**config.mk**
```make
export PLATFORM = sky130hd
export DESIGN_NAME = rtcam_alarm
export DESIGN_NICKNAME = d
export VERILOG_FILES = /design/src/rtcam_pkg.sv /design/src/rtcam_field_cmp.sv /design/src/rtcam_alarm.sv
export SDC_FILE = /design/constraint.sdc
export NUM_CORES = 1
export LEC_CHECK = 0
export BUFFER_PORTS_ARGS = -buffer_cell sky130_fd_sc_hd__buf_4
export CORE_UTILIZATION = 30
export CTS_BUF_LIST = sky130_fd_sc_hd__clkbuf_2
export CTS_CLUSTER_SIZE = 12
export DETAILED_ROUTE_END_ITERATION = 7
export PLACE_DENSITY = 0.47
export RECOVER_POWER = 100
export SLEW_MARGIN = 30
export SYNTH_ARGS = -nofsm -noshare
export SYNTH_HDL_FRONTEND = slang
export SYNTH_SLANG_ARGS = --single-unit
```
**constraint.sdc**
```tcl
create_clock -name i_sys_clk -period 1.6 [get_ports i_sys_clk]
set_input_delay 0.48 -clock i_sys_clk [delete_from_list [all_inputs] [get_ports i_sys_clk]]
set_output_delay 0.48 -clock i_sys_clk [all_outputs]
set_load 0.03 [all_outputs]
```
**src/rtcam_pkg.sv**
```systemverilog
/*
 * shared constants and carrier types of the dual alarm-match block.
 * assumes a serial front end that turns bus traffic into byte register accesses.
 */
package rtcam_pkg;

   // ---------------------------------------------------------------
   // register offsets (byte addresses of the serial register map)
   // ---------------------------------------------------------------
   localparam logic [7:0] RTCAM_OFS_ALM1_SEC  = 8'h07;
   localparam logic [7:0] RTCAM_OFS_ALM1_LAST = 8'h0A;
   localparam logic [7:0] RTCAM_OFS_ALM2_MIN  = 8'h0B;
   localparam logic [7:0] RTCAM_OFS_ALM2_LAST = 8'h0D;
   localparam logic [7:0] RTCAM_OFS_CONTROL   = 8'h0E;
   localparam logic [7:0] RTCAM_OFS_STATUS    = 8'h0F;

   // ---------------------------------------------------------------
   // field positions and reset values
   // ---------------------------------------------------------------
   localparam int         RTCAM_MASK_BIT      = 7;
   localparam int         RTCAM_DYDT_BIT      = 6;
   localparam int         RTCAM_IRQ_MODE_BIT  = 2;
   localparam int         RTCAM_ALM2_IE_BIT   = 1;
   localparam int         RTCAM_ALM1_IE_BIT   = 0;
   localparam int         RTCAM_ALM2_FLAG_BIT = 1;
   localparam int         RTCAM_ALM1_FLAG_BIT = 0;
   localparam logic [7:0] RTCAM_CONTROL_RST   = 8'h1C;
   localparam logic [7:0] RTCAM_ALARM_RST     = 8'h00;
   localparam logic [7:0] RTCAM_UNMAPPED_RD   = 8'h00;
   localparam logic [6:0] RTCAM_ZERO_SECONDS  = 7'h00;

   // ---------------------------------------------------------------
   // carrier types
   // ---------------------------------------------------------------
   // current timekeeping values, packed decimal digits
   typedef struct packed {
      logic [7:0] sec;
      logic [7:0] min;
      logic [7:0] hour;
      logic [7:0] day;
      logic [7:0] date;
   } rtcam_time_type;

   // byte register access from the serial front end
   typedef struct packed {
      logic       wr;
      logic       rd;
      logic [7:0] addr;
      logic [7:0] wdata;
   } rtcam_regacc_type;

   typedef struct packed {
      logic [3:0][7:0] alm1;
      logic [2:0][7:0] alm2;
      logic [7:0]      control;
      logic [1:0]      flags;
      logic [7:0]      rdata;
      logic            irq_n;
   } rtcam_state_type;

endpackage : rtcam_pkg

```
**src/rtcam_field_cmp.sv**
```systemverilog
/*
 * one masked packed-decimal field compare of an alarm.
 * assumes both values are already aligned to the low bits.
 */
`timescale 1ns/100ps
`default_nettype none

module rtcam_field_cmp
   import rtcam_pkg::*;
#(
   parameter int W = 7
)
(
   // compare inputs
   input  wire logic         i_mask,
   input  wire logic [W-1:0] i_stored,
   input  wire logic [W-1:0] i_current,
   // result
   output logic              o_match
);

   // a set mask drops the field from the compare
   assign o_match = i_mask | (i_stored == i_current); // RL3 RL14

endmodule // rtcam_field_cmp

`default_nettype wire

```
**src/rtcam_alarm.sv**
```systemverilog
/*
 * dual alarm-match logic of a real-time clock: alarm registers, control
 * register, alarm flags and the active-low interrupt output.
 * assumes the serial front end delivers one-cycle byte accesses and that the
 * timekeeping block pulses i_tick_update while i_time already shows the new time.
 */
// Function
// [RL1] Alarm one keeps its seconds, minutes, hours and day/date bytes at offsets 07h to 0Ah, written by the host.
// [RL2] Alarm two keeps minutes, hours and day/date bytes at offsets 0Bh to 0Dh and has no seconds field.
// [RL3] Bit 7 of every alarm byte is a mask that removes that field from the compare.
// [RL4] With all masks of an alarm clear, it fires only when every stored field equals the current time.
// [RL5] With the day/date select bit 6 at zero the low six bits are compared with the month date.
// [RL6] With the day/date select bit at one the low six bits are compared with the weekday.
// [RL7] A match sets that alarm's flag whether or not its interrupt is enabled.
// [RL8] The interrupt output is active only while flag, that alarm's enable and the mode select are all one.
// [RL9] Matches are evaluated only at the once-per-second update, never at writes.
// [RL10] Alarm one masks give every second, seconds match, minutes+seconds, adding hours, adding day/date.
// [RL11] Alarm two masks give each minute at zero seconds, minutes match, hours+minutes, adding day/date.
// [RL12] The host programs only the listed mask patterns; other patterns are undefined.
// [RL13] Control bit 2 is the mode select, bit 1 alarm two enable, bit 0 alarm one enable; reset gives 1, 0, 0.
// [RL14] Time and alarm values are packed decimal and compared digit field by digit field.
// [RL15] A flag stays set until the host writes zero to it, then the interrupt output releases.
`timescale 1ns/100ps
`default_nettype none

module rtcam_alarm
   import rtcam_pkg::*;
(
   // clock and reset
   input  wire logic             i_sys_clk,
   input  wire logic             i_nrst,
   // register access from the serial front end
   input  wire rtcam_regacc_type i_reg,
   // timekeeping
   input  wire logic             i_tick_update,
   input  wire rtcam_time_type   i_time,
   // outputs
   output logic [7:0]            o_reg_rdata,
   output logic [1:0]            o_alarm_flags,
   output logic                  o_irq_or_square_wave_out_n
);

   rtcam_state_type st_r;
   rtcam_state_type st_nxt;

   // ---------------------------------------------------------------
   // field compares
   // ---------------------------------------------------------------
   logic [3:0] a1_hit;
   logic [2:0] a2_hit;
   logic [5:0] a1_dd_cur;
   logic [5:0] a2_dd_cur;
   logic       a2_on_minute;
   logic       match1;
   logic       match2;

   // weekday or month date chosen per alarm
   assign a1_dd_cur = st_r.alm1[3][RTCAM_DYDT_BIT] ? i_time.day[5:0] : i_time.date[5:0]; // RL5 RL6
   assign a2_dd_cur = st_r.alm2[2][RTCAM_DYDT_BIT] ? i_time.day[5:0] : i_time.date[5:0]; // RL5 RL6

   rtcam_field_cmp #(.W(7)) u_a1_sec
   (
      .i_mask    (st_r.alm1[0][RTCAM_MASK_BIT]),
      .i_stored  (st_r.alm1[0][6:0]),
      .i_current (i_time.sec[6:0]),
      .o_match   (a1_hit[0])
   );
   rtcam_field_cmp #(.W(7)) u_a1_min
   (
      .i_mask    (st_r.alm1[1][RTCAM_MASK_BIT]),
      .i_stored  (st_r.alm1[1][6:0]),
      .i_current (i_time.min[6:0]),
      .o_match   (a1_hit[1])
   );
   rtcam_field_cmp #(.W(7)) u_a1_hour
   (
      .i_mask    (st_r.alm1[2][RTCAM_MASK_BIT]),
      .i_stored  (st_r.alm1[2][6:0]),
      .i_current (i_time.hour[6:0]),
      .o_match   (a1_hit[2])
   );
   rtcam_field_cmp #(.W(6)) u_a1_dd
   (
      .i_mask    (st_r.alm1[3][RTCAM_MASK_BIT]),
      .i_stored  (st_r.alm1[3][5:0]),
      .i_current (a1_dd_cur),
      .o_match   (a1_hit[3])
   );
   rtcam_field_cmp #(.W(7)) u_a2_min
   (
      .i_mask    (st_r.alm2[0][RTCAM_MASK_BIT]),
      .i_stored  (st_r.alm2[0][6:0]),
      .i_current (i_time.min[6:0]),
      .o_match   (a2_hit[0])
   );
   rtcam_field_cmp #(.W(7)) u_a2_hour
   (
      .i_mask    (st_r.alm2[1][RTCAM_MASK_BIT]),
      .i_stored  (st_r.alm2[1][6:0]),
      .i_current (i_time.hour[6:0]),
      .o_match   (a2_hit[1])
   );
   rtcam_field_cmp #(.W(6)) u_a2_dd
   (
      .i_mask    (st_r.alm2[2][RTCAM_MASK_BIT]),
      .i_stored  (st_r.alm2[2][5:0]),
      .i_current (a2_dd_cur),
      .o_match   (a2_hit[2])
   );

   // masks only widen the compare; undefined mask mixes are not trapped
   assign match1       = &a1_hit; // RL4 RL10 RL12
   // alarm two has no seconds byte, so it always waits for the zero second
   assign a2_on_minute = (i_time.sec[6:0] == RTCAM_ZERO_SECONDS);
   assign match2       = (&a2_hit) & a2_on_minute; // RL11

   // ---------------------------------------------------------------
   // next state
   // ---------------------------------------------------------------
   logic [1:0] set_flags;
   logic [1:0] clr_flags;
   logic       irq_active;

   always_comb
   begin
      st_nxt    = st_r;
      set_flags = 2'h0;
      clr_flags = 2'h0;

      if (i_reg.wr)
      begin
         if (i_reg.addr >= RTCAM_OFS_ALM1_SEC && i_reg.addr <= RTCAM_OFS_ALM1_LAST)
            st_nxt.alm1[2'(i_reg.addr - RTCAM_OFS_ALM1_SEC)] = i_reg.wdata; // RL1
         else if (i_reg.addr >= RTCAM_OFS_ALM2_MIN && i_reg.addr <= RTCAM_OFS_ALM2_LAST)
            st_nxt.alm2[2'(i_reg.addr - RTCAM_OFS_ALM2_MIN)] = i_reg.wdata; // RL2
         else if (i_reg.addr == RTCAM_OFS_CONTROL)
            st_nxt.control = i_reg.wdata; // RL13
         else if (i_reg.addr == RTCAM_OFS_STATUS)
            clr_flags = ~i_reg.wdata[1:0]; // RL15
      end

      // compare only at the second update; writes alone never fire an alarm
      if (i_tick_update)
      begin
         set_flags[RTCAM_ALM1_FLAG_BIT] = match1; // RL9 RL7
         set_flags[RTCAM_ALM2_FLAG_BIT] = match2; // RL9 RL7
      end
      // a match in the cycle of the clearing write is kept
      st_nxt.flags = (st_r.flags & ~clr_flags) | set_flags; // RL15 RL7

      if (i_reg.rd)
      begin
         if (i_reg.addr >= RTCAM_OFS_ALM1_SEC && i_reg.addr <= RTCAM_OFS_ALM1_LAST)
            st_nxt.rdata = st_r.alm1[2'(i_reg.addr - RTCAM_OFS_ALM1_SEC)];
         else if (i_reg.addr >= RTCAM_OFS_ALM2_MIN && i_reg.addr <= RTCAM_OFS_ALM2_LAST)
            st_nxt.rdata = st_r.alm2[2'(i_reg.addr - RTCAM_OFS_ALM2_MIN)];
         else if (i_reg.addr == RTCAM_OFS_CONTROL)
            st_nxt.rdata = st_r.control;
         else if (i_reg.addr == RTCAM_OFS_STATUS)
            st_nxt.rdata = {6'h00, st_r.flags};
         else
            st_nxt.rdata = RTCAM_UNMAPPED_RD;
      end

      // in square-wave mode the alarm path leaves the pin released
      irq_active = st_r.control[RTCAM_IRQ_MODE_BIT] &
                   ((st_r.flags[RTCAM_ALM1_FLAG_BIT] & st_r.control[RTCAM_ALM1_IE_BIT]) |
                    (st_r.flags[RTCAM_ALM2_FLAG_BIT] & st_r.control[RTCAM_ALM2_IE_BIT])); // RL8
      st_nxt.irq_n = ~irq_active; // RL8 RL15
   end

   // ---------------------------------------------------------------
   // state register
   // ---------------------------------------------------------------
   always_ff @(posedge i_sys_clk or negedge i_nrst)
   begin
      if (!i_nrst)
      begin
         st_r.alm1    <= {4{RTCAM_ALARM_RST}};
         st_r.alm2    <= {3{RTCAM_ALARM_RST}};
         st_r.control <= RTCAM_CONTROL_RST; // RL13
         st_r.flags   <= 2'h0;
         st_r.rdata   <= RTCAM_UNMAPPED_RD;
         st_r.irq_n   <= 1'b1;
      end
      else
         st_r <= st_nxt;
   end

   assign o_reg_rdata                = st_r.rdata;
   assign o_alarm_flags              = st_r.flags;
   assign o_irq_or_square_wave_out_n = st_r.irq_n;
endmodule // rtcam_alarm

`default_nettype wire

```
Word level (Yosys, flattened, before mapping)
Index checks and enable logic that the tools add are counted.
{ "totals": {"out_inout_bits": 11, "wordCells": 81, "ff_bits": 75, "in_bits": 61} }
{ "classes": {"n_bitwise": 19, "n_reduce_logical": 10, "n_mux": 22, "n_eq_ne": 9, "add_sub_neg": 2, "n_lt_le_gt_ge": 8} }
{ "op_table": {"columns": ["operator", "count"], "rows": [
  ["$mux W8", 7],
  ["$eq A7 B7 Y1", 5],
  ["$bmux W8 S2", 2],
  ["$bwmux W32", 1],
  ["$demux W8 S2", 2],
  ["$bwmux W24", 1],
  ["$eq A8 B4 Y1 const B", 2],
  ["$le A8 B4 Y1 const B", 2],
  ["$mux W2", 7],
  ["$eq A6 B6 Y1", 2],
  ["$mux W6", 2],
  ["$ge A8 B3 Y1 const B", 1],
  ["$ge A8 B4 Y1 const B", 1],
  ["$or A1 B1 Y1", 8],
  ["$reduce_and A4 Y1", 2],
  ["$logic_not A7 Y1", 1],
  ["$lt A2 B3 Y1 const B", 2],
  ["$reduce_and A3 Y1", 2],
  ["$and A1 B1 Y1", 4],
  ["$ge A2 B1 Y1 const B", 2],
  ["$logic_and A1 B1 Y1", 4],
  ["$not A2 Y2", 2],
  ["$sub A2 B2 Y2 const B", 2],
  ["$not A1 Y1", 3],
  ["3 further kinds", 3]
]} }

Depth between registers and ports, before layout
Gate-level depths: netlist (run 1).
{ "depth": {"depth_word": 9, "depth_mapped": 11, "ltp_nobuf": 7} }

Modules after synthesis
From an unflattened synthesis (run 1), not the netlist that was laid out.
{ "unflattened": {"cells_unflattened": 340, "hier_area_um2": 4450.5} }
{ "modules_own_cells": {"columns": ["mod", "seq_area_each_um2", "area_per_inst_um2", "cells_each", "n_inst"], "rows": [
  ["rtcam_alarm", 1881.8, 3927.5, 279, 1],
  ["rtcam_field_cmp at u_a1_hour ...", 0.0, 77.6, 9, 5],
  ["rtcam_field_cmp at u_a1_dd ...", 0.0, 67.6, 8, 2]
]} }

Worst setup path before layout (run 1)
No wires, ideal clock.
{ "synth_path": {"kind": "input to register", "startpoint": "input port i_reg[8] in the netlist's numbering", "endpoint": "register st_r (netlist bit o_reg_rdata[2])", "stages": 9, "setup_time_ns": 0.134, "path_slack_ns": -1.215, "n_path_buf": 4, "required_ns": 1.466, "arrival_time_ns": 2.681, "path_cell_list": "clkbuf_1 -> clkbuf_1 -> inv_1 -> ha_1 -> buf_2 -> buf_2 -> mux4_2 -> o21ai_0 -> o22ai_1"} }
{ "synth_between": {"elab_chain_len": 5, "word_cells_on_any_way": 16, "classes_between": "2 x add/sub; 4 x order compare; 1 x eq/ne; 7 x mux; 2 x reduce/logical"} }
{ "synth_rtl": {"columns": ["item", "line", "rtl"], "rows": [
  ["from (decl)", "rtcam_alarm.sv:33", "input wire rtcam_regacc_type i_reg,"],
  ["$sub A2 B2 Y2", "rtcam_alarm.sv:154, rtcam_alarm.sv:156", null],
  ["$bmux W8 S2", "rtcam_alarm.sv:156", "st_nxt.rdata = st_r.alm2[2'(i_reg.addr - RTCAM_OFS_ALM2_MIN)];"],
  ["$mux W8 (implied by the code)", "rtcam_alarm.sv:156", null],
  ["$mux W8", "rtcam_alarm.sv:155", "else if (i_reg.addr >= RTCAM_OFS_ALM2_MIN && i_reg.addr <= RTCAM_OFS_ALM2_LAST)"],
  ["$mux W8 (*)", "rtcam_alarm.sv:153", "if (i_reg.addr >= RTCAM_OFS_ALM1_SEC && i_reg.addr <= RTCAM_OFS_ALM1_LAST)"],
  ["to (signal assigned)", "rtcam_alarm.sv:187", "st_r <= st_nxt;"],
  ["to (decl)", "rtcam_alarm.sv:43", "rtcam_state_type st_r;"]
]} }
Mark *: on every way between the ends. The rest lies on a longest branch, timed or not. The select of a mux whose other input is x is not followed.
A chain may end at the register's enable or synchronous reset.

Worst setup path after layout (run 1)
{ "layout_path": {"startpoint": "input port i_reg[14] in the netlist's numbering", "endpoint": "register st_r[45] in the netlist's numbering"} }
{ "layout_between": {"elab_chain_len": 3, "word_cells_on_any_way": 4, "classes_between": "2 x order compare; 2 x reduce/logical"} }
{ "layout_rtl": {"columns": ["item", "line", "rtl"], "rows": [
  ["$ge A8 B3 Y1 / $le A8 B4 Y1 (equally long branches)", "rtcam_alarm.sv:132", "if (i_reg.addr >= RTCAM_OFS_ALM1_SEC && i_reg.addr <= RTCAM_OFS_ALM1_LAST)"],
  ["$logic_and A1 B1 Y1 (*)", "rtcam_alarm.sv:132", null],
  ["$reduce_and A2 Y1 (no source line) (*)", null, null]
]} }
Mark *: on every way between the ends. The rest lies on a longest branch, timed or not.

==> flow_metrics.env, run 1 <==
export IMPL_dr_pass1_iters=4
export IMPL_min_period_over_period=1.06
export IMPL_grt_pass1_wl_mm=19.1
export IMPL_path_clk_slew_ps=200
export IMPL_vdd_drop_max_v=0.000373
export IMPL_port_buffers=64
export IMPL_utilization=0.425
export IMPL_drv_slew=0
export IMPL_place_congestion=0.788
export IMPL_tightest_slew_ps=1060
export IMPL_synth_area_sq_um=4300
export IMPL_avgSynthCellArea_sq_um=12.3
export IMPL_synth_top_cell_area_share=0.413
export IMPL_grt_total_usage=0.179
export IMPL_p_leak_nw=2.64
export IMPL_dieArea_sq_um=14800
export IMPL_cts_tree="done"
export IMPL_critPathLaunchType="input port"
export IMPL_routedWlPerCell_um=18.9
export IMPL_final_nets=530
export IMPL_finalHoldViolCount=0
export IMPL_hold_ws_ps=235
export IMPL_clock_latency_ps=530
export IMPL_ys_top_cells_by_count="dfrtp_1 (71), mux2_2 (71), xnor2_1 (26)"
export IMPL_worstHoldPathType="in -> reg"
export IMPL_cp_arrival_ps=2120
export IMPL_syn_inst=349
export IMPL_fin_crit_ps=1700
export IMPL_htree_levels=3
export IMPL_rsz0062_at_grt="true"
export IMPL_cts_buffers=9
export IMPL_power_density_nw_per_um2=703
export IMPL_detail_route_antenna_nets=0
export IMPL_rows=43
export IMPL_drive_gt1_frac=0.549
export IMPL_slew_headroom=0.292
export IMPL_synthesis_nets=416
export IMPL_finClkSkew_ps=19.8
export IMPL_synth_top_flop_cell="dfrtp_1"
export IMPL_crit_chain="buf_6 -> nor4_4 -> clkbuf_1 -> o21a_1 -> clkbuf_2 -> nand3_2 -> buf_12 -> mux2_2"
export IMPL_outcome="finished with violations"
export IMPL_crit_path_end_kind="flop"
export IMPL_cts_root_buf="clkbuf_2"
export IMPL_grt_max_degree=76
export IMPL_area_growth_pct=37.7
export IMPL_initial_core_util=0.309
export IMPL_async_flop_share=1.00
export IMPL_drc_errors=0
export IMPL_dieWidth_um=122
export IMPL_path_class="in -> reg"
export IMPL_slowest_stage="nor4_4"
export IMPL_multi_input_area_sq_um=2490
export IMPL_synth_top_area_cell="dfrtp_1"
export IMPL_drtIter0Drc=104
export IMPL_layout_setup_ws_ps=-99.2
export IMPL_cts_buffer_depth=2
export IMPL_die_h_um=122
export IMPL_synth_cell_type_count=45
export IMPL_final_cells=648
export IMPL_overflow=0
export IMPL_cts_num_sinks=75
export IMPL_synth_warnings=0
export IMPL_ioPinCount=72
export IMPL_core_area_sq_um=13900
export IMPL_violations="setup timing"
export IMPL_routed_wl_mm=12.2
export IMPL_dp_hpwl_mm=9.39
export IMPL_required_ps=2020
export IMPL_synth_seq_area_share=0.437
export IMPL_path_max_fanout=8
export IMPL_ff_latch_area_sq_um=1890
export IMPL_n_fill_cell=1329
export IMPL_ys_ff_latch=75
export IMPL_tns_ps=-1820
export IMPL_vias_per_cell=4.84
export IMPL_ys_top_cells_by_area="dfrtp_1 (41%), mux2_2 (19%), xnor2_1 (5.3%), xor2_1 (4.3%), mux4_2 (4.2%)"
export IMPL_insertedDiodeCount=0
export IMPL_max_stage_delay_ps=280
export IMPL_num_vias=3135
export IMPL_antenna_found_initial=0
export IMPL_grt_pass1_vias=3292
export IMPL_maxCapViolations=0
export IMPL_placed_cells=613
export IMPL_setup_viol=50
export IMPL_synth_edf_count=0
export IMPL_fmax_mhz=589
## layout by cell type (no fill, tap or decap), drive strengths merged, types with 4 or more instances in the layout
| master | n |
|---|---|
| buf | 118 |
| mux2 | 72 |
| dfrtp | 71 |
| xnor2 | 26 |
| xor2 | 21 |
| clkbuf | 16 |
| mux2i | 12 |
| nand2 | 12 |
| nor2 | 11 |
| inv | 9 |
| nor4 | 9 |
| mux4 | 8 |
| o21ai | 8 |
| o22ai | 7 |
| a22oi | 7 |
| a211oi | 6 |
| ha | 6 |
| nand3 | 5 |
| dfstp | 4 |
| a41oi | 4 |
| nor3 | 4 |
| clkinv | 4 |
## layout make-up
type	count	share of cell area
clock inverters	7	0.0179
multi-input cells	241	0.420
well taps	180	0.0380
flip-flops and latches	75	0.318
inverters	10	0.00823
repair buffers	126	0.190
clock buffers	9	0.00760
## cell families after synthesis
kind of cell	after synthesis	synth area share
AO/OA/AOI/OAI	45	0.0759
flip-flops	75	0.437
XOR/XNOR	47	0.0956
multiplexers	92	0.258
adder cells (fa/ha/maj)	6	0.0174
buffers and inverters	33	0.0407
AND/OR/NAND/NOR	51	0.0750
## flip-flops by register name (all words and copies together), names as in the netlist
name / cells
st_r: 64
o_irq_or_square_wave_out_n: 1
o_reg_rdata: 8
o_alarm_flags: 2
## timing repair
action | CTS | global route
gates resized for setup | 41 | 15
endpoints found under the hold margin | 71 | 0
pin swaps | 16 | 11
buffers inserted | 9 | 8
cloned | 1 | 0
hold buffers | 1 | 0
endpoints found under the setup margin | 63 | 28
## metal layers
layer / vias to the layer above / part of all wire / track usage
met3: 11 / 0.037 / 0.0337
met5: - / 0 / 0
met2: 50 / 0.48 / 0.292
met4: 0 / 0.010 / 0.0440
met1: 1576 / 0.47 / 0.245
li1: 1498 / - / -
## power breakdown
part | switching, mW | internal [mW]
Clock | 0.673 | 0.656
Sequential | 0.0755 | 1.98
Combinational | 0.359 | 0.430
Total | 1.11 | 3.06
## worst paths after layout
kind | startpoint | cells past startpoint | slack (ps) | to
min in group asynchronous | i_nrst | 3 | 780 | st_r[29]$_DFFE_PN0P_
max reg2reg | st_r[73]$_DFFE_PN0P_ | 6 | -50 | o_alarm_flags[0]$_DFF_PN0_
min | i_reg[0] | 3 | 230 | o_alarm_flags[0]$_DFF_PN0_
max in group asynchronous | i_nrst | 3 | 110 | o_alarm_flags[0]$_DFF_PN0_
max | i_reg[14] | 8 | -100 | st_r[45]$_DFFE_PN0P_
min reg2reg | st_r[13]$_DFFE_PN1P_ | 1 | 490 | o_irq_or_square_wave_out_n$_DFF_PN1_
## worst max-delay path: cells and delay by family
family / cells / cell delay (ps)
AOI/OAI and AO/OA: 1 / 240
buffers and inverters: 4 / 710
muxes: 1 / 260
and+or+nand+nor: 2 / 420
## stage by stage
stage,power [mW],cell area (sq um),setup slack (ps)
floorplan,2.43,4500,-680
global placement,2.79,5430,-709
detailed placement,2.79,5430,-742
CTS,4.20,5850,-142
global route,4.38,5930,-174
finish,4.17,5930,-99.2
Power figures use the tool's default switching activity.
==> run 2: changes to the inputs <==
==> constraint.sdc (replaced) <==
create_clock -name i_sys_clk -period 1.5 [get_ports i_sys_clk]
set_input_delay 0.45 -clock i_sys_clk [delete_from_list [all_inputs] [get_ports i_sys_clk]]
set_output_delay 0.45 -clock i_sys_clk [all_outputs]
set_load 0.03 [all_outputs]
==> run 2 against run 1 <==
Against the previous run: the flow still finishes with violations (setup timing); critical path depth is 2 higher; final cell count is 2.6% higher; combinational power is 17% higher; hold slack worse by 56 ps; clock power is 17% lower; clock-buffer cell count is 1 higher; wire length is 8.0% higher; die area stayed put; sequential cell count stayed put; critical path type unchanged.
==> flow_metrics.env, run 2 (synthesized netlist as in run 1, its figures left out) <==
export IMPL_vias_per_cell=4.85
export IMPL_ioPinCount=72
export IMPL_worstHoldPathType="in -> reg"
export IMPL_critPathLaunchType="input port"
export IMPL_grt_use_met3=0.0346
export IMPL_top_usage_layer="met2"
export IMPL_tightest_slew_ps=635
export IMPL_vdd_drop_max_v=0.000554
export IMPL_cts_tree="done"
export IMPL_drtIter0Drc=86
export IMPL_antenna_found_initial=0
export IMPL_rows=43
export IMPL_cp_common_cell="buf_6"
export IMPL_drv_slew=0
export IMPL_dr_pass1_iters=4
export IMPL_power_density_nw_per_um2=674
export IMPL_cp_depth=10
export IMPL_met2_usage=0.310
export IMPL_grt_max_degree=25
export IMPL_min_period_over_period=1.14
export IMPL_reg2reg_depth=6
export IMPL_final_nets=547
export IMPL_cp_arrival_ps=2170
export IMPL_dieArea_sq_um=14800
export IMPL_placed_area_sq_um=5500
export IMPL_violations="setup timing"
export IMPL_path_class="in -> reg"
export IMPL_maxCapViolations=0
export IMPL_p_leak_nw=2.79
export IMPL_crit_end="st_r[35]$_DFFE_PN0P_"
export IMPL_area_growth_pct=45.7
export IMPL_cts_root_buf="clkbuf_2"
export IMPL_overflow=0
export IMPL_cts_num_sinks=75
export IMPL_finClkSkew_ps=17.8
export IMPL_max_stage_delay_ps=300
export IMPL_max_flop_register="st_r"
export IMPL_crit_path_end_kind="flop"
export IMPL_final_common_cell="buf_4"
export IMPL_power_total_mw=4.23
export IMPL_slowest_stage="mux2_4"
export IMPL_htree_levels=3
export IMPL_critPathBufInv=6
export IMPL_required_ps=1970
export IMPL_cts_buffers=9
export IMPL_path_max_fanout=8
export IMPL_path_clk_slew_ps=210
export IMPL_crit_start="i_reg[9]"
export IMPL_dp_hpwl_mm=9.81
export IMPL_setup_viol=74
export IMPL_clock_latency_ps=560
export IMPL_finalHoldViolCount=0
export IMPL_hold_ws_ps=179
export IMPL_tns_ps=-8040
export IMPL_grt_pass1_wl_mm=20.0
export IMPL_rsz0062_at_grt="true"
export IMPL_dieWidth_um=122
export IMPL_r2r_start="st_r[73]$_DFFE_PN0P_"
export IMPL_cts_buffer_depth=2
export IMPL_crit_family="buffers and inverters"
export IMPL_crit_chain="buf_8 -> clkinvlp_4 -> clkbuf_2 -> buf_6 -> o211a_4 -> o21a_4 -> buf_6 -> nor3_4 -> buf_12 -> mux2_4"
export IMPL_n_fill_cell=1302
export IMPL_routed_wl_mm=13.2
export IMPL_port_buffers=64
export IMPL_grt_total_usage=0.187
export IMPL_initial_core_util=0.309
export IMPL_grt_pass1_vias=3455
export IMPL_drc_errors=0
export IMPL_num_vias=3225
export IMPL_layout_common_cells="buf_4 (102), dfrtp_1 (68), mux2_4 (41)"
export IMPL_layout_setup_ws_ps=-209
export IMPL_reg2reg_to="o_alarm_flags[0]$_DFF_PN0_"
export IMPL_insertedDiodeCount=0
export IMPL_routedWlPerCell_um=19.8
export IMPL_fin_area_sq_um=6270
export IMPL_slew_headroom=0.577
export IMPL_core_area_sq_um=13900
export IMPL_die_h_um=122
export IMPL_detail_route_antenna_nets=0
export IMPL_place_congestion=0.792
export IMPL_fmax_mhz=585
export IMPL_drive_gt1_frac=0.608
export IMPL_met1_usage=0.252
export IMPL_r2r_slack_ps=-200
export IMPL_fin_crit_ps=1710
export IMPL_outcome="finished with violations"
export IMPL_largest_reg_flops=64
run 2: changes by cell type in the layout (fill, tap and decap cells not counted), sizes merged:
cell,delta
bufinv,-2
buf,+18
clkinvlp,+1
run 2: worst min-delay path by stage:
stage                     startpoint                          to  slack (ps)  cells past startpoint
after global placement        i_nrst        st_r[16]$_DFFE_PN0P_         400                      1
after CTS                  i_reg[16]  o_reg_rdata[6]$_DFFE_PN0P_         130                      2
final                      i_reg[16]  o_reg_rdata[4]$_DFFE_PN0P_         180                      2
after floorplan               i_nrst  o_alarm_flags[0]$_DFF_PN0_         150                      0
after detailed placement      i_nrst        st_r[16]$_DFFE_PN0P_         390                      1
after global routing       i_reg[16]  o_reg_rdata[4]$_DFFE_PN0P_         160                      2
run 2: layout make-up:
| class | instances | area (sq um) | area share |
|---|---|---|---|
| sequential | 75 | 1890 | 0.301 |
| clock inverter | 6 | 56.3 | 0.00898 |
| inverter | 10 | 48.8 | 0.00778 |
| multi-input combinational | 241 | 2710 | 0.432 |
| clock buffer | 10 | 50.0 | 0.00798 |
| tap | 180 | 225 | 0.0359 |
| timing repair buffer | 143 | 1290 | 0.207 |
run 2: layer usage:
metal / routed length (um) / share of wire / vias to the layer above
li1: - / - / 1542
met1: 6310 / 0.48 / 1628
met2: 6450 / 0.49 / 47
met3: 317 / 0.024 / 8
met4: 130 / 0.0098 / 0
met5: 0 / 0 / -
run 2: stage by stage:
stage	worst slack, ps	utilization	std cells
floorplan	-750	-	349
global placement	-775	0.395	621
detailed placement	-808	0.395	621
CTS	-234	0.437	657
global route	-260	0.450	665
finish	-209	0.450	665
run 2: report_power, final:
| part | internal (mW) | switching, mW |
|---|---|---|
| clock | 0.377 | 0.734 |
| sequential | 2.11 | 0.0846 |
| combinational | 0.510 | 0.415 |
run 2: timing repair:
action | in CTS | in global routing
endpoints found under the setup margin | 77 | 70
endpoints found under the hold margin | 16 | 0
pin swaps | 31 | 23
buffers inserted | 18 | 12
gates resized for setup | 70 | 42
cloned | 1 | 0
hold buffers | 1 | 0
==> run 3: changes to the inputs <==
--- a/config.mk
+++ b/config.mk
@@ -6,6 +6,7 @@
 export NUM_CORES = 1
 export LEC_CHECK = 0
 export BUFFER_PORTS_ARGS = -buffer_cell sky130_fd_sc_hd__buf_4
+export CORE_ASPECT_RATIO = 1.4
 export CORE_UTILIZATION = 30
 export CTS_BUF_LIST = sky130_fd_sc_hd__clkbuf_2
 export CTS_CLUSTER_SIZE = 12
==> run 3 against run 2 <==
Against the previous run: the run still ends with setup timing left; global-route usage grew 0.24 points; design area shrank 3.3%; sequential cell count is the same; die area is essentially flat; first-iteration DRC count grew 19%; clock-buffer cell count grew 1; critical path depth shrank 4; clock skew grew 5.3 ps; via count shrank 0.40%; wire length shrank 1.9%; total power grew 6.8%; critical endpoint is now o_alarm_flags[0]$_DFF_PN0_; largest power group unchanged.
==> flow_metrics.env, run 3 (synthesized netlist as in run 1, its figures left out) <==
export IMPL_placed_cells=629
export IMPL_core_area_sq_um=14000
export IMPL_critPathBufInv=1
export IMPL_area_growth_pct=40.9
export IMPL_grt_total_usage=0.190
export IMPL_placed_area_sq_um=5530
export IMPL_finClkSkew_ps=23.1
export IMPL_fin_area_sq_um=6070
export IMPL_ioPinCount=72
export IMPL_drc_errors=0
export IMPL_routed_wl_mm=13.0
export IMPL_drtIter0Drc=102
export IMPL_reg2reg_to="o_alarm_flags[0]$_DFF_PN0_"
export IMPL_power_total_mw=4.51
export IMPL_reg2reg_depth=6
export IMPL_rows=51
export IMPL_required_ps=1920
export IMPL_fmax_mhz=596
export IMPL_final_common_cell="buf_4"
export IMPL_vias_per_cell=4.87
export IMPL_p_sw_mw=1.20
export IMPL_clockPowerShare=0.322
export IMPL_power_density_nw_per_um2=744
export IMPL_cts_root_buf="clkbuf_2"
export IMPL_power_frac_seq=0.485
export IMPL_dr_pass1_iters=4
export IMPL_slowest_stage="dfrtp_2"
export IMPL_cts_buffers=9
export IMPL_antenna_found_initial=1
export IMPL_finalHoldViolCount=0
export IMPL_grt_max_degree=31
export IMPL_layout_setup_ws_ps=-177
export IMPL_min_period_over_period=1.12
export IMPL_detail_route_antenna_nets=0
export IMPL_path_class="reg -> reg"
export IMPL_rsz0062_at_grt="true"
export IMPL_whs_path_depth=3
export IMPL_final_nets=535
export IMPL_violations="setup timing"
export IMPL_port_buffers=64
export IMPL_clock_latency_ps=530
export IMPL_place_congestion=0.773
export IMPL_max_flop_register="st_r"
export IMPL_drive_gt1_frac=0.569
export IMPL_vdd_drop_max_v=0.000340
export IMPL_max_stage_delay_ps=490
export IMPL_path_clk_slew_ps=210
export IMPL_tightest_slew_ps=529
export IMPL_p_leak_nw=2.69
export IMPL_num_vias=3212
export IMPL_dp_hpwl_mm=10.0
export IMPL_dieArea_sq_um=14800
export IMPL_utilization=0.434
export IMPL_worstHoldPathType="in -> reg"
export IMPL_hold_ws_ps=204
export IMPL_maxCapViolations=0
export IMPL_grt_pass1_vias=3447
export IMPL_cts_tree="done"
export IMPL_crit_path_end_kind="flop"
export IMPL_r2r_slack_ps=-180
export IMPL_outcome="finished with violations"
export IMPL_intPower_mw=3.31
export IMPL_cp_arrival_ps=2100
export IMPL_critPathLaunchType="flop"
export IMPL_tns_ps=-5310
export IMPL_crit_chain="mux2i_1 -> xnor2_1 -> nor4_1 -> buf_4 -> a31oi_1 -> o41ai_2"
export IMPL_cp_depth=6
export IMPL_setup_viol=68
export IMPL_overflow=0
export IMPL_grt_pass1_wl_mm=20.1
export IMPL_layout_common_cells="buf_4 (97), dfrtp_1 (69), mux2_2 (46)"
export IMPL_switching_share=0.266
export IMPL_initial_core_util=0.308
export IMPL_largest_reg_flops=64
export IMPL_htree_levels=3
export IMPL_drv_slew=0
export IMPL_n_fill_cell=1301
export IMPL_die_h_um=144
export IMPL_cts_num_sinks=75
export IMPL_crit_family="flip-flops"
export IMPL_cts_buffer_depth=2
export IMPL_hold_end="o_alarm_flags[0]$_DFF_PN0_"
export IMPL_path_max_fanout=5
export IMPL_slew_headroom=0.647
export IMPL_routedWlPerCell_um=19.7
export IMPL_dieWidth_um=103
export IMPL_combPwrFrac=0.192
export IMPL_min_from="i_reg[0]"
export IMPL_r2r_start="st_r[73]$_DFFE_PN0P_"
export IMPL_final_cells=659
export IMPL_pre_cts_ws_ps=-824
export IMPL_fin_crit_ps=1680
## run 3: changes by cell type in the layout (fill, tap and decap cells not counted), sizes merged
| cell | delta |
|---|---|
| clkbuf | -1 |
| clkinvlp | -1 |
| bufinv | +2 |
| diode | +1 |
| buf | -10 |
| clkinv | -2 |
## run 3: power by group through the flow
stage,Clock [mW],Sequential (mW),Combinational [mW]
4_1_cts,1.51,2.19,0.868
2_1_floorplan,0,2.19,0.397
6_report,1.45,2.19,0.868
5_1_grt,1.56,2.20,0.936
3_5_place_dp,0,2.22,0.792
3_3_place_gp,0,2.22,0.785
## run 3: final cells by class
class,count,area [sq um],area share
Clock buffer,11,55.1,0.00908
Multi-Input combinational cell,241,2540,0.420
Clock inverter,5,103,0.0169
Inverter,10,48.8,0.00804
Antenna cell,1,2.50,0.000413
Tap cell,185,231,0.0382
Timing Repair Buffer,131,1200,0.197
Sequential cell,75,1880,0.311
## run 3: worst register-to-register path, cell delays in order, from the launching register on
cell	delay (ps)
dfrtp_2	490
mux2i_1	240
xnor2_1	80
nor4_1	280
buf_4	170
a31oi_1	80
o41ai_2	220
## run 3: how the worst max path moves through the flow
stage                               startpoint                    endpoint  slack [ps]
after floorplan                       i_reg[8]        st_r[35]$_DFFE_PN0P_        -750
after global placement                i_reg[9]        st_r[41]$_DFFE_PN0P_        -780
after detailed placement              i_reg[9]        st_r[37]$_DFFE_PN0P_        -820
after CTS                 st_r[73]$_DFFE_PN0P_  o_alarm_flags[0]$_DFF_PN0_        -260
after global routing      st_r[73]$_DFFE_PN0P_  o_alarm_flags[0]$_DFF_PN0_        -360
final                     st_r[73]$_DFFE_PN0P_  o_alarm_flags[0]$_DFF_PN0_        -180
## run 3: per-layer routing
metal,global-route usage,vias up,routed length (um)
met2,0.337,65,7030
li1,-,1518,-
met1,0.234,1615,5370
met5,0,-,0
met3,0.0175,14,277
met4,0.0741,0,277
## run 3: timing repair
item	in CTS	in global routing
resized for setup	48	22
hold endpoints to repair	16	0
setup buffers	9	3
cloned	1	0
hold buffers	1	0
setup endpoints to repair	77	56
pin swaps	23	14
